**src/include/pipc_pkg.sv**
```systemverilog
// Constants and types shared by the pin interrupt and priority controller
package pipc_pkg;
  // Register byte addresses on APB
  localparam logic [7:0] PIPC_ADDR_PIN_EN   = 8'h00;  // Pin interrupt enable
  localparam logic [7:0] PIPC_ADDR_BASE_PRI = 8'h04;  // Base priority and running flags
  localparam logic [7:0] PIPC_ADDR_EXT_PRI  = 8'h08;  // Extended priority and depth flag
  localparam logic [7:0] PIPC_ADDR_IRQ_EN   = 8'h0c;  // Global and base source enables
  localparam logic [7:0] PIPC_ADDR_EXT_EN   = 8'h10;  // Extended source enables
  localparam logic [7:0] PIPC_ADDR_REMAP    = 8'h14;  // Serial pin mapping selects
  localparam logic [7:0] PIPC_ADDR_STATUS   = 8'h18;  // Pin flag status, read only

  // Reset values
  localparam logic [7:0] PIPC_RST_BYTE  = 8'h00;  // Every software register resets to zero
  localparam logic [1:0] PIPC_RST_REMAP = 2'h0;   // Mapping selects reset value

  // Pin interrupt enable fields
  localparam int PIPC_PIN_EDGE_BIT  = 7;  // Edge versus level sensing
  localparam int PIPC_PIN_SER1_BIT  = 6;  // Serial 1 receive pin
  localparam int PIPC_PIN_P15_BIT   = 5;  // Port 1 pin 5
  localparam int PIPC_PIN_P14_BIT   = 4;  // Port 1 pin 4
  localparam int PIPC_PIN_P13_BIT   = 3;  // Port 1 pin 3
  localparam int PIPC_PIN_RST_BIT   = 2;  // Reset pin, active high
  localparam int PIPC_PIN_P31_BIT   = 1;  // Port 3 pin 1
  localparam int PIPC_PIN_SER0_BIT  = 0;  // Serial 0 receive pin
  localparam int PIPC_PIN_SRC_N     = 7;  // Number of pin sources

  // Priority and enable fields
  localparam int PIPC_HI_RUN_BIT    = 7;  // High level running flag
  localparam int PIPC_LO_RUN_BIT    = 6;  // Low level running flag
  localparam int PIPC_DEPTH_BIT     = 7;  // Nesting depth flag
  localparam int PIPC_ALLOW_BIT     = 7;  // Global allow
  localparam int PIPC_BLOCK_BIT     = 6;  // Global block
  localparam int PIPC_PIN_MASTER_BIT = 6; // Pin request enable in extended enables
  localparam int PIPC_BASE_SRC_N    = 6;  // Sources in the base registers

  // Interrupt numbering and vectors
  localparam int          PIPC_SRC_N      = 14;       // Interrupt sources
  localparam logic [3:0]  PIPC_PIN_IRQ_NO = 4'hc;     // Pin interrupt number
  localparam logic [15:0] PIPC_VEC_BASE   = 16'h0003; // First entry address
  localparam int          PIPC_VEC_SHIFT  = 3;        // Eight bytes per entry

  // Service level state
  typedef enum logic [1:0] {
    PIPC_RUN_IDLE,
    PIPC_RUN_LOW,
    PIPC_RUN_HIGH,
    PIPC_RUN_NESTED
  } pipc_run_t;
endpackage

```
**src/hdl/pipc_ctrl.sv**
```systemverilog
// Pin interrupt sensing, two level priority arbitration and APB registers
//
// The address map and the APB slave port were left to the implementer.
`timescale 1ns/100ps
module pipc_ctrl
  import pipc_pkg::*;
(
  input  wire logic        ref_clk_i,       // System clock
  input  wire logic        rst_n_i,         // Asynchronous reset, active low
  input  wire logic        ce_i,            // Clock enable, freezes state when low
  input  wire logic        psel_i,          // APB select
  input  wire logic        penable_i,       // APB enable
  input  wire logic        pwrite_i,        // APB write
  input  wire logic [7:0]  paddr_i,         // APB byte address
  input  wire logic [31:0] pwdata_i,        // APB write data
  input  wire logic [3:0]  pstrb_i,         // APB byte strobes
  output logic      [31:0] prdata_o,        // APB read data
  output logic             pready_o,        // APB ready
  output logic             pslverr_o,       // APB error on unmapped address
  input  wire logic        ser1_rx_a_i,     // Serial 1 receive pin, default map
  input  wire logic        ser1_rx_b_i,     // Serial 1 receive pin, alternate map
  input  wire logic        port1_pin5_i,    // Port 1 pin 5
  input  wire logic        port1_pin4_i,    // Port 1 pin 4
  input  wire logic        port1_pin3_i,    // Port 1 pin 3
  input  wire logic        reset_pin_i,     // Reset pin level
  input  wire logic        port3_pin1_i,    // Port 3 pin 1
  input  wire logic        ser0_rx_a_i,     // Serial 0 receive pin, default map
  input  wire logic        ser0_rx_b_i,     // Serial 0 receive pin, alternate map
  input  wire logic [13:0] src_req_i,       // Peripheral requests; bit 12 unused
  input  wire logic        irq_ack_i,       // Core enters the offered routine
  input  wire logic        irq_ret_i,       // Core returns from a routine
  output logic             irq_req_o,       // Request to the core
  output logic      [3:0]  irq_num_o,       // Offered interrupt number
  output logic      [15:0] irq_vector_o,    // Offered entry address
  output logic             irq_high_o       // Offered request is high class
);

  // Software registers
  logic [7:0] pin_en_r;                     // Pin interrupt enable
  logic [5:0] base_pri_r;                   // Base priority bits
  logic [6:0] ext_pri_r;                    // Extended priority bits
  logic [7:0] irq_en_r;                     // Global and base enables
  logic [7:0] ext_en_r;                     // Extended enables
  logic [1:0] remap_r;                      // Serial pin mapping selects

  // Pin sensing state
  logic [PIPC_PIN_SRC_N-1:0] act_prev_r;    // Previous active conditions
  logic                      pin_flag_r;    // Pin interrupt active flag
  logic                      pin_flag_nxt;  // Next pin flag

  // Service state
  pipc_run_t run_r;                         // Running level
  pipc_run_t run_nxt;                       // Next running level

  // APB output registers
  logic [31:0] prdata_r;                    // Read data
  logic        pready_r;                    // Ready
  logic        pslverr_r;                   // Error

  // Core offer registers
  logic        irq_req_r;                   // Request
  logic [3:0]  irq_num_r;                   // Number
  logic [15:0] irq_vec_r;                   // Vector
  logic        irq_high_r;                  // Class

  // Selected serial receive pins
  wire logic ser1_rx = remap_r[1] ? ser1_rx_b_i : ser1_rx_a_i;
  wire logic ser0_rx = remap_r[0] ? ser0_rx_b_i : ser0_rx_a_i;

  // Active condition per pin, polarity normalised to high
  wire logic [PIPC_PIN_SRC_N-1:0] pin_act = {
    ~ser1_rx,
    ~port1_pin5_i,
    ~port1_pin4_i,
    ~port1_pin3_i,
    reset_pin_i,
    ~port3_pin1_i,
    ~ser0_rx
  };

  // Per pin enable mask, zero disables the source
  wire logic [PIPC_PIN_SRC_N-1:0] pin_mask = pin_en_r[PIPC_PIN_SRC_N-1:0];
  wire logic                      edge_mode = pin_en_r[PIPC_PIN_EDGE_BIT];

  // Level and edge conditions gathered into one term
  wire logic level_hit = |(pin_act & pin_mask);
  wire logic edge_hit  = |(pin_act & ~act_prev_r & pin_mask);

  // Entry into the pin routine clears the edge flag
  wire logic pin_entry = irq_ack_i & irq_req_r & (irq_num_r == PIPC_PIN_IRQ_NO);

  // Pin flag next value
  always_comb begin
    if (!edge_mode) begin
      pin_flag_nxt = level_hit;
    end else if (edge_hit) begin
      pin_flag_nxt = 1'b1;                  // Set wins over entry clear
    end else if (pin_entry) begin
      pin_flag_nxt = 1'b0;
    end else begin
      pin_flag_nxt = pin_flag_r;            // Holds until entry or a switch to level mode
    end
  end

  // Source vectors in interrupt number order
  wire logic [PIPC_SRC_N-1:0] src_en = {ext_en_r, irq_en_r[PIPC_BASE_SRC_N-1:0]};
  wire logic [PIPC_SRC_N-1:0] src_pri = {1'b0, ext_pri_r, base_pri_r};
  wire logic [PIPC_SRC_N-1:0] src_raw = {src_req_i[13], pin_flag_r, src_req_i[11:0]};
  wire logic [PIPC_SRC_N-1:0] pending = src_raw & src_en;
  wire logic [PIPC_SRC_N-1:0] pend_hi = pending & src_pri;
  wire logic [PIPC_SRC_N-1:0] pend_lo = pending & ~src_pri;
  wire logic                  allow   = irq_en_r[PIPC_ALLOW_BIT] &
                                        ~irq_en_r[PIPC_BLOCK_BIT];

  // Lowest set index wins
  function automatic logic [3:0] pipc_first(input logic [PIPC_SRC_N-1:0] v);
    logic [3:0] idx;
    idx = 4'h0;
    for (int i = PIPC_SRC_N - 1; i >= 0; i--) begin
      if (v[i]) begin
        idx = 4'(i);
      end
    end
    return idx;
  endfunction

  // Fixed order pick inside each class
  wire logic [3:0] hi_num = pipc_first(pend_hi);
  wire logic [3:0] lo_num = pipc_first(pend_lo);
  wire logic       any_hi = |pend_hi;
  wire logic       any_lo = |pend_lo;

  // Which class may be taken in the current running level
  wire logic take_hi = allow & any_hi & ((run_r == PIPC_RUN_IDLE) |
                                         (run_r == PIPC_RUN_LOW));
  wire logic take_lo = allow & any_lo & (run_r == PIPC_RUN_IDLE) & ~any_hi;
  wire logic [3:0] cand_num = take_hi ? hi_num : lo_num;
  wire logic [15:0] cand_vec = PIPC_VEC_BASE +
                               16'({12'h000, cand_num} << PIPC_VEC_SHIFT);

  // Running level sequencing on entry and return
  wire logic entry = irq_ack_i & irq_req_r;
  always_comb begin
    run_nxt = run_r;
    case (run_r)
      PIPC_RUN_IDLE: begin
        if (entry) begin
          run_nxt = irq_high_r ? PIPC_RUN_HIGH : PIPC_RUN_LOW;
        end
      end
      PIPC_RUN_LOW: begin
        if (entry) begin
          run_nxt = PIPC_RUN_NESTED;        // High preempts low
        end else if (irq_ret_i) begin
          run_nxt = PIPC_RUN_IDLE;
        end
      end
      PIPC_RUN_HIGH: begin
        if (irq_ret_i) begin
          run_nxt = PIPC_RUN_IDLE;
        end
      end
      PIPC_RUN_NESTED: begin
        if (irq_ret_i) begin
          run_nxt = PIPC_RUN_LOW;           // Resume the preempted low routine
        end
      end
      default: begin
        run_nxt = PIPC_RUN_IDLE;
      end
    endcase
  end

  // Read only status views
  wire logic hi_run = (run_r == PIPC_RUN_HIGH) | (run_r == PIPC_RUN_NESTED);
  wire logic lo_run = (run_r == PIPC_RUN_LOW);
  wire logic depth1 = (run_r == PIPC_RUN_LOW) | (run_r == PIPC_RUN_HIGH);

  // APB decode
  wire logic setup    = psel_i & ~penable_i;
  wire logic wr_done  = psel_i & penable_i & pready_r & pwrite_i & pstrb_i[0];
  wire logic hit_pin  = (paddr_i == PIPC_ADDR_PIN_EN);
  wire logic hit_bpri = (paddr_i == PIPC_ADDR_BASE_PRI);
  wire logic hit_epri = (paddr_i == PIPC_ADDR_EXT_PRI);
  wire logic hit_ien  = (paddr_i == PIPC_ADDR_IRQ_EN);
  wire logic hit_een  = (paddr_i == PIPC_ADDR_EXT_EN);
  wire logic hit_rmp  = (paddr_i == PIPC_ADDR_REMAP);
  wire logic hit_sts  = (paddr_i == PIPC_ADDR_STATUS);
  wire logic mapped   = hit_pin | hit_bpri | hit_epri | hit_ien | hit_een | hit_rmp | hit_sts;

  // Read data mux, low byte only
  wire logic [7:0] rd_byte =
    hit_pin  ? pin_en_r :
    hit_bpri ? {hi_run, lo_run, base_pri_r} :
    hit_epri ? {depth1, ext_pri_r} :
    hit_ien  ? irq_en_r :
    hit_een  ? ext_en_r :
    hit_rmp  ? {6'h00, remap_r} :
    hit_sts  ? {7'h00, pin_flag_r} : 8'h00;

  // APB response: ready one cycle after setup
  always_ff @(posedge ref_clk_i or negedge rst_n_i) begin
    if (!rst_n_i) begin
      pready_r  <= 1'b0;
      pslverr_r <= 1'b0;
      prdata_r  <= 32'h0000_0000;
    end else if (ce_i) begin
      pready_r  <= setup;
      pslverr_r <= setup & ~mapped;
      if (setup) begin
        prdata_r <= {24'h000000, rd_byte};
      end
    end
  end

  // Software register writes; status and flags ignore writes
  always_ff @(posedge ref_clk_i or negedge rst_n_i) begin
    if (!rst_n_i) begin
      pin_en_r   <= PIPC_RST_BYTE;
      base_pri_r <= PIPC_RST_BYTE[5:0];
      ext_pri_r  <= PIPC_RST_BYTE[6:0];
      irq_en_r   <= PIPC_RST_BYTE;
      ext_en_r   <= PIPC_RST_BYTE;
      remap_r    <= PIPC_RST_REMAP;
    end else if (ce_i && wr_done) begin
      if (hit_pin) begin
        pin_en_r <= pwdata_i[7:0];
      end
      if (hit_bpri) begin
        base_pri_r <= pwdata_i[5:0];
      end
      if (hit_epri) begin
        ext_pri_r <= pwdata_i[6:0];
      end
      if (hit_ien) begin
        irq_en_r <= pwdata_i[7:0];
      end
      if (hit_een) begin
        ext_en_r <= pwdata_i[7:0];
      end
      if (hit_rmp) begin
        remap_r <= pwdata_i[1:0];
      end
    end
  end

  // Pin sensing and running level state
  always_ff @(posedge ref_clk_i or negedge rst_n_i) begin
    if (!rst_n_i) begin
      act_prev_r <= '0;
      pin_flag_r <= 1'b0;
      run_r      <= PIPC_RUN_IDLE;
    end else if (ce_i) begin
      act_prev_r <= pin_act;
      pin_flag_r <= pin_flag_nxt;
      run_r      <= run_nxt;
    end
  end

  // Offer to the core, withdrawn for one cycle after entry
  always_ff @(posedge ref_clk_i or negedge rst_n_i) begin
    if (!rst_n_i) begin
      irq_req_r  <= 1'b0;
      irq_num_r  <= 4'h0;
      irq_vec_r  <= PIPC_VEC_BASE;
      irq_high_r <= 1'b0;
    end else if (ce_i) begin
      irq_req_r  <= (take_hi | take_lo) & ~entry;
      irq_num_r  <= cand_num;
      irq_vec_r  <= cand_vec;
      irq_high_r <= take_hi;
    end
  end

  // Outputs straight from flip-flops
  assign prdata_o     = prdata_r;
  assign pready_o     = pready_r;
  assign pslverr_o    = pslverr_r;
  assign irq_req_o    = irq_req_r;
  assign irq_num_o    = irq_num_r;
  assign irq_vector_o = irq_vec_r;
  assign irq_high_o   = irq_high_r;

endmodule

```
**config.mk**
```make
export PLATFORM = sky130hd
export DESIGN_NAME = pipc_ctrl
export DESIGN_NICKNAME = d
export VERILOG_FILES = /design/src/include/pipc_pkg.sv /design/src/hdl/pipc_ctrl.sv
export SDC_FILE = /design/constraint.sdc
export NUM_CORES = 1
export LEC_CHECK = 0
export BUFFER_PORTS_ARGS = -buffer_cell sky130_fd_sc_hd__buf_2
export CORE_UTILIZATION = 53
export DETAILED_ROUTE_END_ITERATION = 10
export PLACE_DENSITY = 0.92
export SLEW_MARGIN = 5
export SYNTH_ARGS = -nofsm -noshare
export SYNTH_HDL_FRONTEND = slang
export SYNTH_SLANG_ARGS = --single-unit
```
**constraint.sdc**
```tcl
create_clock -name ref_clk_i -period 4.2 [get_ports ref_clk_i]
set_clock_uncertainty 0.2 [all_clocks]
set_input_delay 0.21 -clock ref_clk_i [delete_from_list [all_inputs] [get_ports ref_clk_i]]
set_output_delay 0.21 -clock ref_clk_i [all_outputs]
set_load 0.1 [all_outputs]
```
==> results.ini <==
[drt]
first_iter_violations=364
drc=0
vias_per_cell=5.96
first_pass_iters=6
wl_um=10200
ant_nets=0
wl_per_cell_um=17.5
vias=3489

[clock_network]
numCtsBuffers=9
clock_path_buffers=2
ctsResizeCount=0
clock_latency_ns=0.35
cts.sinks=65
htree_levels=3
root_buffer=clkbuf_8
clk_pin_slew_ns=0.07
cts_tree=yes

[run]
maxCapViolCount=0

[placement]
dp_worst_setup_slack_ns=1.55
portBuffers=66
gp_congestion=0.935
dp_hpwl_um=7490

[global_route]
met1_usage=0.377
grt_busiest_layer=met2
gr-total-overflow=0
grt_pass1_vias=3413
met2_usage=0.466
grt_use_met3=0.0522
grt_max_degree=37
antenna_found_initial=0
grt_pass1_wl_um=16600
grt.total_usage=0.288

[worst_setup_path]
r2r_setup_slack_ns=1.34
startpoint_type=register
slowest_stage=o41ai_1
end_kind=register
crit_chain=nand3_1 -> nand4_1 -> o41ai_1 -> o311ai_0 -> a31oi_1
crit_type=reg -> reg
crit_arrival_ns=2.94
crit_path_max_incr_delay_ns=1.16
crit_required_ns=4.28
cp_max_fo=7

[yosys]
synth_flop_cell=dfrtp_1
netlist_instances=404
syn_area_um2=3960
yosysSeqAreaShare=0.411
syn_area_per_cell_um2=9.81
async_flop_share=1.00
synth-edff-count=0
ys_warn_count=0
synth.area.top_cells=dfrtp_1 (41%), mux2_2 (11%), buf_4 (7.6%)
ys_ff_latch=65
synth_cell_types=58
synth.top_cell.area_share=0.411
post-synth-top-area-cell=dfrtp_1

[floorplan]
die-height_um=88.5
initial_core_util=0.546
dieArea_um2=7820
die_w_um=88.5
fp-row-count=31
core_um2=7250
ioPinCount=131

[timing]
period_minus_slack_ns=2.86
maxSlewViolCount=0
setup_violations=0
slew_headroom=0.153
worst_slew_pin_slew_ns=1.25
setup_slack_ns=1.34
max_freq_ghz=0.350
setup_tns_ns=0
rsz0062_at_grt=no
fin_crit_sh=0.681
final-hold-violation-count=0

[cells_and_area]
diodes=0
utilization=0.626
nets=560
area_delta_synth_final_pct=14.6
drive_gt1_frac=0.270
num-fill-cells=592
seqCellArea_um2=1630
multi_input_area_um2=2100

[status]
status=finished, final reports clean

[power_and_ir_drop]
power_per_cell_area_nw_per_um2=346
p_leak_nw=2.26
ir_drop_uv=204

[hold_path]
hold_path.class=in -> reg

synth_stat cells (7+ instances only):
master,number
nor2_1,18
a21oi_1,13
mux2_2,38
dfrtp_1,65
nand4_1,10
nand3_1,21
nand3b_1,11
nand2_1,37
o211ai_1,7
nand2b_1,11
buf_4,40
o21ai_0,30
mux2i_1,8
sequential cells by signal, indices dropped and copies added (netlist names), 4 cells and up:
| name | count |
|---|---|
| act_prev_r | 7 |
| base_pri_r | 6 |
| ext_en_r | 8 |
| ext_pri_r | 7 |
| irq_en_r | 8 |
| irq_num_o | 4 |
| pin_en_r | 8 |
| prdata_o | 8 |
worst paths after layout:
kind	startpoint	to	cells past startpoint
max	ext_pri_r[3]$_DFFE_PN0P_	irq_num_o[2]$_DFFE_PN0P_	5
min	irq_ack_i	irq_req_o$_DFFE_PN0P_	4
max reg2reg	ext_pri_r[3]$_DFFE_PN0P_	irq_num_o[2]$_DFFE_PN0P_	5
min reg2reg	act_prev_r[4]$_DFFE_PN0P_	act_prev_r[4]$_DFFE_PN0P_	2
max in group asynchronous	rst_n_i	pin_en_r[1]$_DFFE_PN0P_	3
min in group asynchronous	rst_n_i	ext_en_r[4]$_DFFE_PN0P_	2
what timing repair did:
item,in CTS,in global routing
hold endpoints to repair,69,0
hold buffers,14,0
setup buffers,0,0
report_power, final:
part | switching (mW) | leakage [nW] | internal [mW]
logic | 0.306 | 1.28 | 0.0723
registers | 0.0147 | 0.882 | 0.644
clock network | 0.244 | 0.0974 | 0.289
critical path: cells and delay by family (launching register included):
kind	cells	cell delay, ns
flip-flops	1	0.42
AND/OR/NAND/NOR	2	0.39
AO/OA/AOI/OAI	3	1.78
stage by stage:
step | power [mW] | area [um2] | instances | hold slack (ns)
after CTS | 1.57 | 4540 | 585 | 0.00914
final | 1.57 | 4540 | 585 | 0.0224
after global routing | 1.63 | 4540 | 585 | 0.0459
after floorplan | 0.986 | 4090 | 438 | -0.286
after detailed placement | 1.04 | 4210 | 555 | 0.145
after global placement | 1.03 | 4210 | 555 | 0.133
area by class of cell:
| class | count | area share |
|---|---|---|
| multi-input combinational | 318 | 0.462 |
| tap | 99 | 0.0273 |
| clock buffer | 13 | 0.0328 |
| sequential | 65 | 0.358 |
| inverter | 5 | 0.00413 |
| timing repair buffer | 82 | 0.107 |
| clock inverter | 3 | 0.00882 |
logic make-up (layout without fill, tap and decap cells):
logic type / Yosys count / count (layout) / synth area share
multiplexers: 52 / 52 / 0.151
flip-flops: 65 / 65 / 0.411
other: 2 / 36 / 0.00190
AO/OA/AOI/OAI: 90 / 90 / 0.148
adder cells (fa/ha/maj): 4 / 4 / 0.0126
buffers and inverters: 55 / 103 / 0.0922
AND/OR/NAND/NOR: 136 / 136 / 0.183
per-layer routing:
metal / part of all wire / vias up
met5: 0 / -
met4: 0.030 / 0
met3: 0.089 / 36
met2: 0.47 / 225
met1: 0.41 / 1670
li1: - / 1558
cells in the final DEF (no fill, tap or decap), types with 11 or more instances in the layout:
| master | count |
|---|---|
| buf_2 | 66 |
| dfrtp_1 | 65 |
| mux2_2 | 38 |
| nand2_1 | 37 |
| conb_1 | 36 |
| o21ai_0 | 30 |
| nand3_1 | 21 |
| nor2_1 | 18 |
| dlygate4sd3_1 | 14 |
| a21oi_1 | 13 |
| nand2b_1 | 11 |
| nand3b_1 | 11 |
Note: power is estimated with default switching activity, not from simulation.
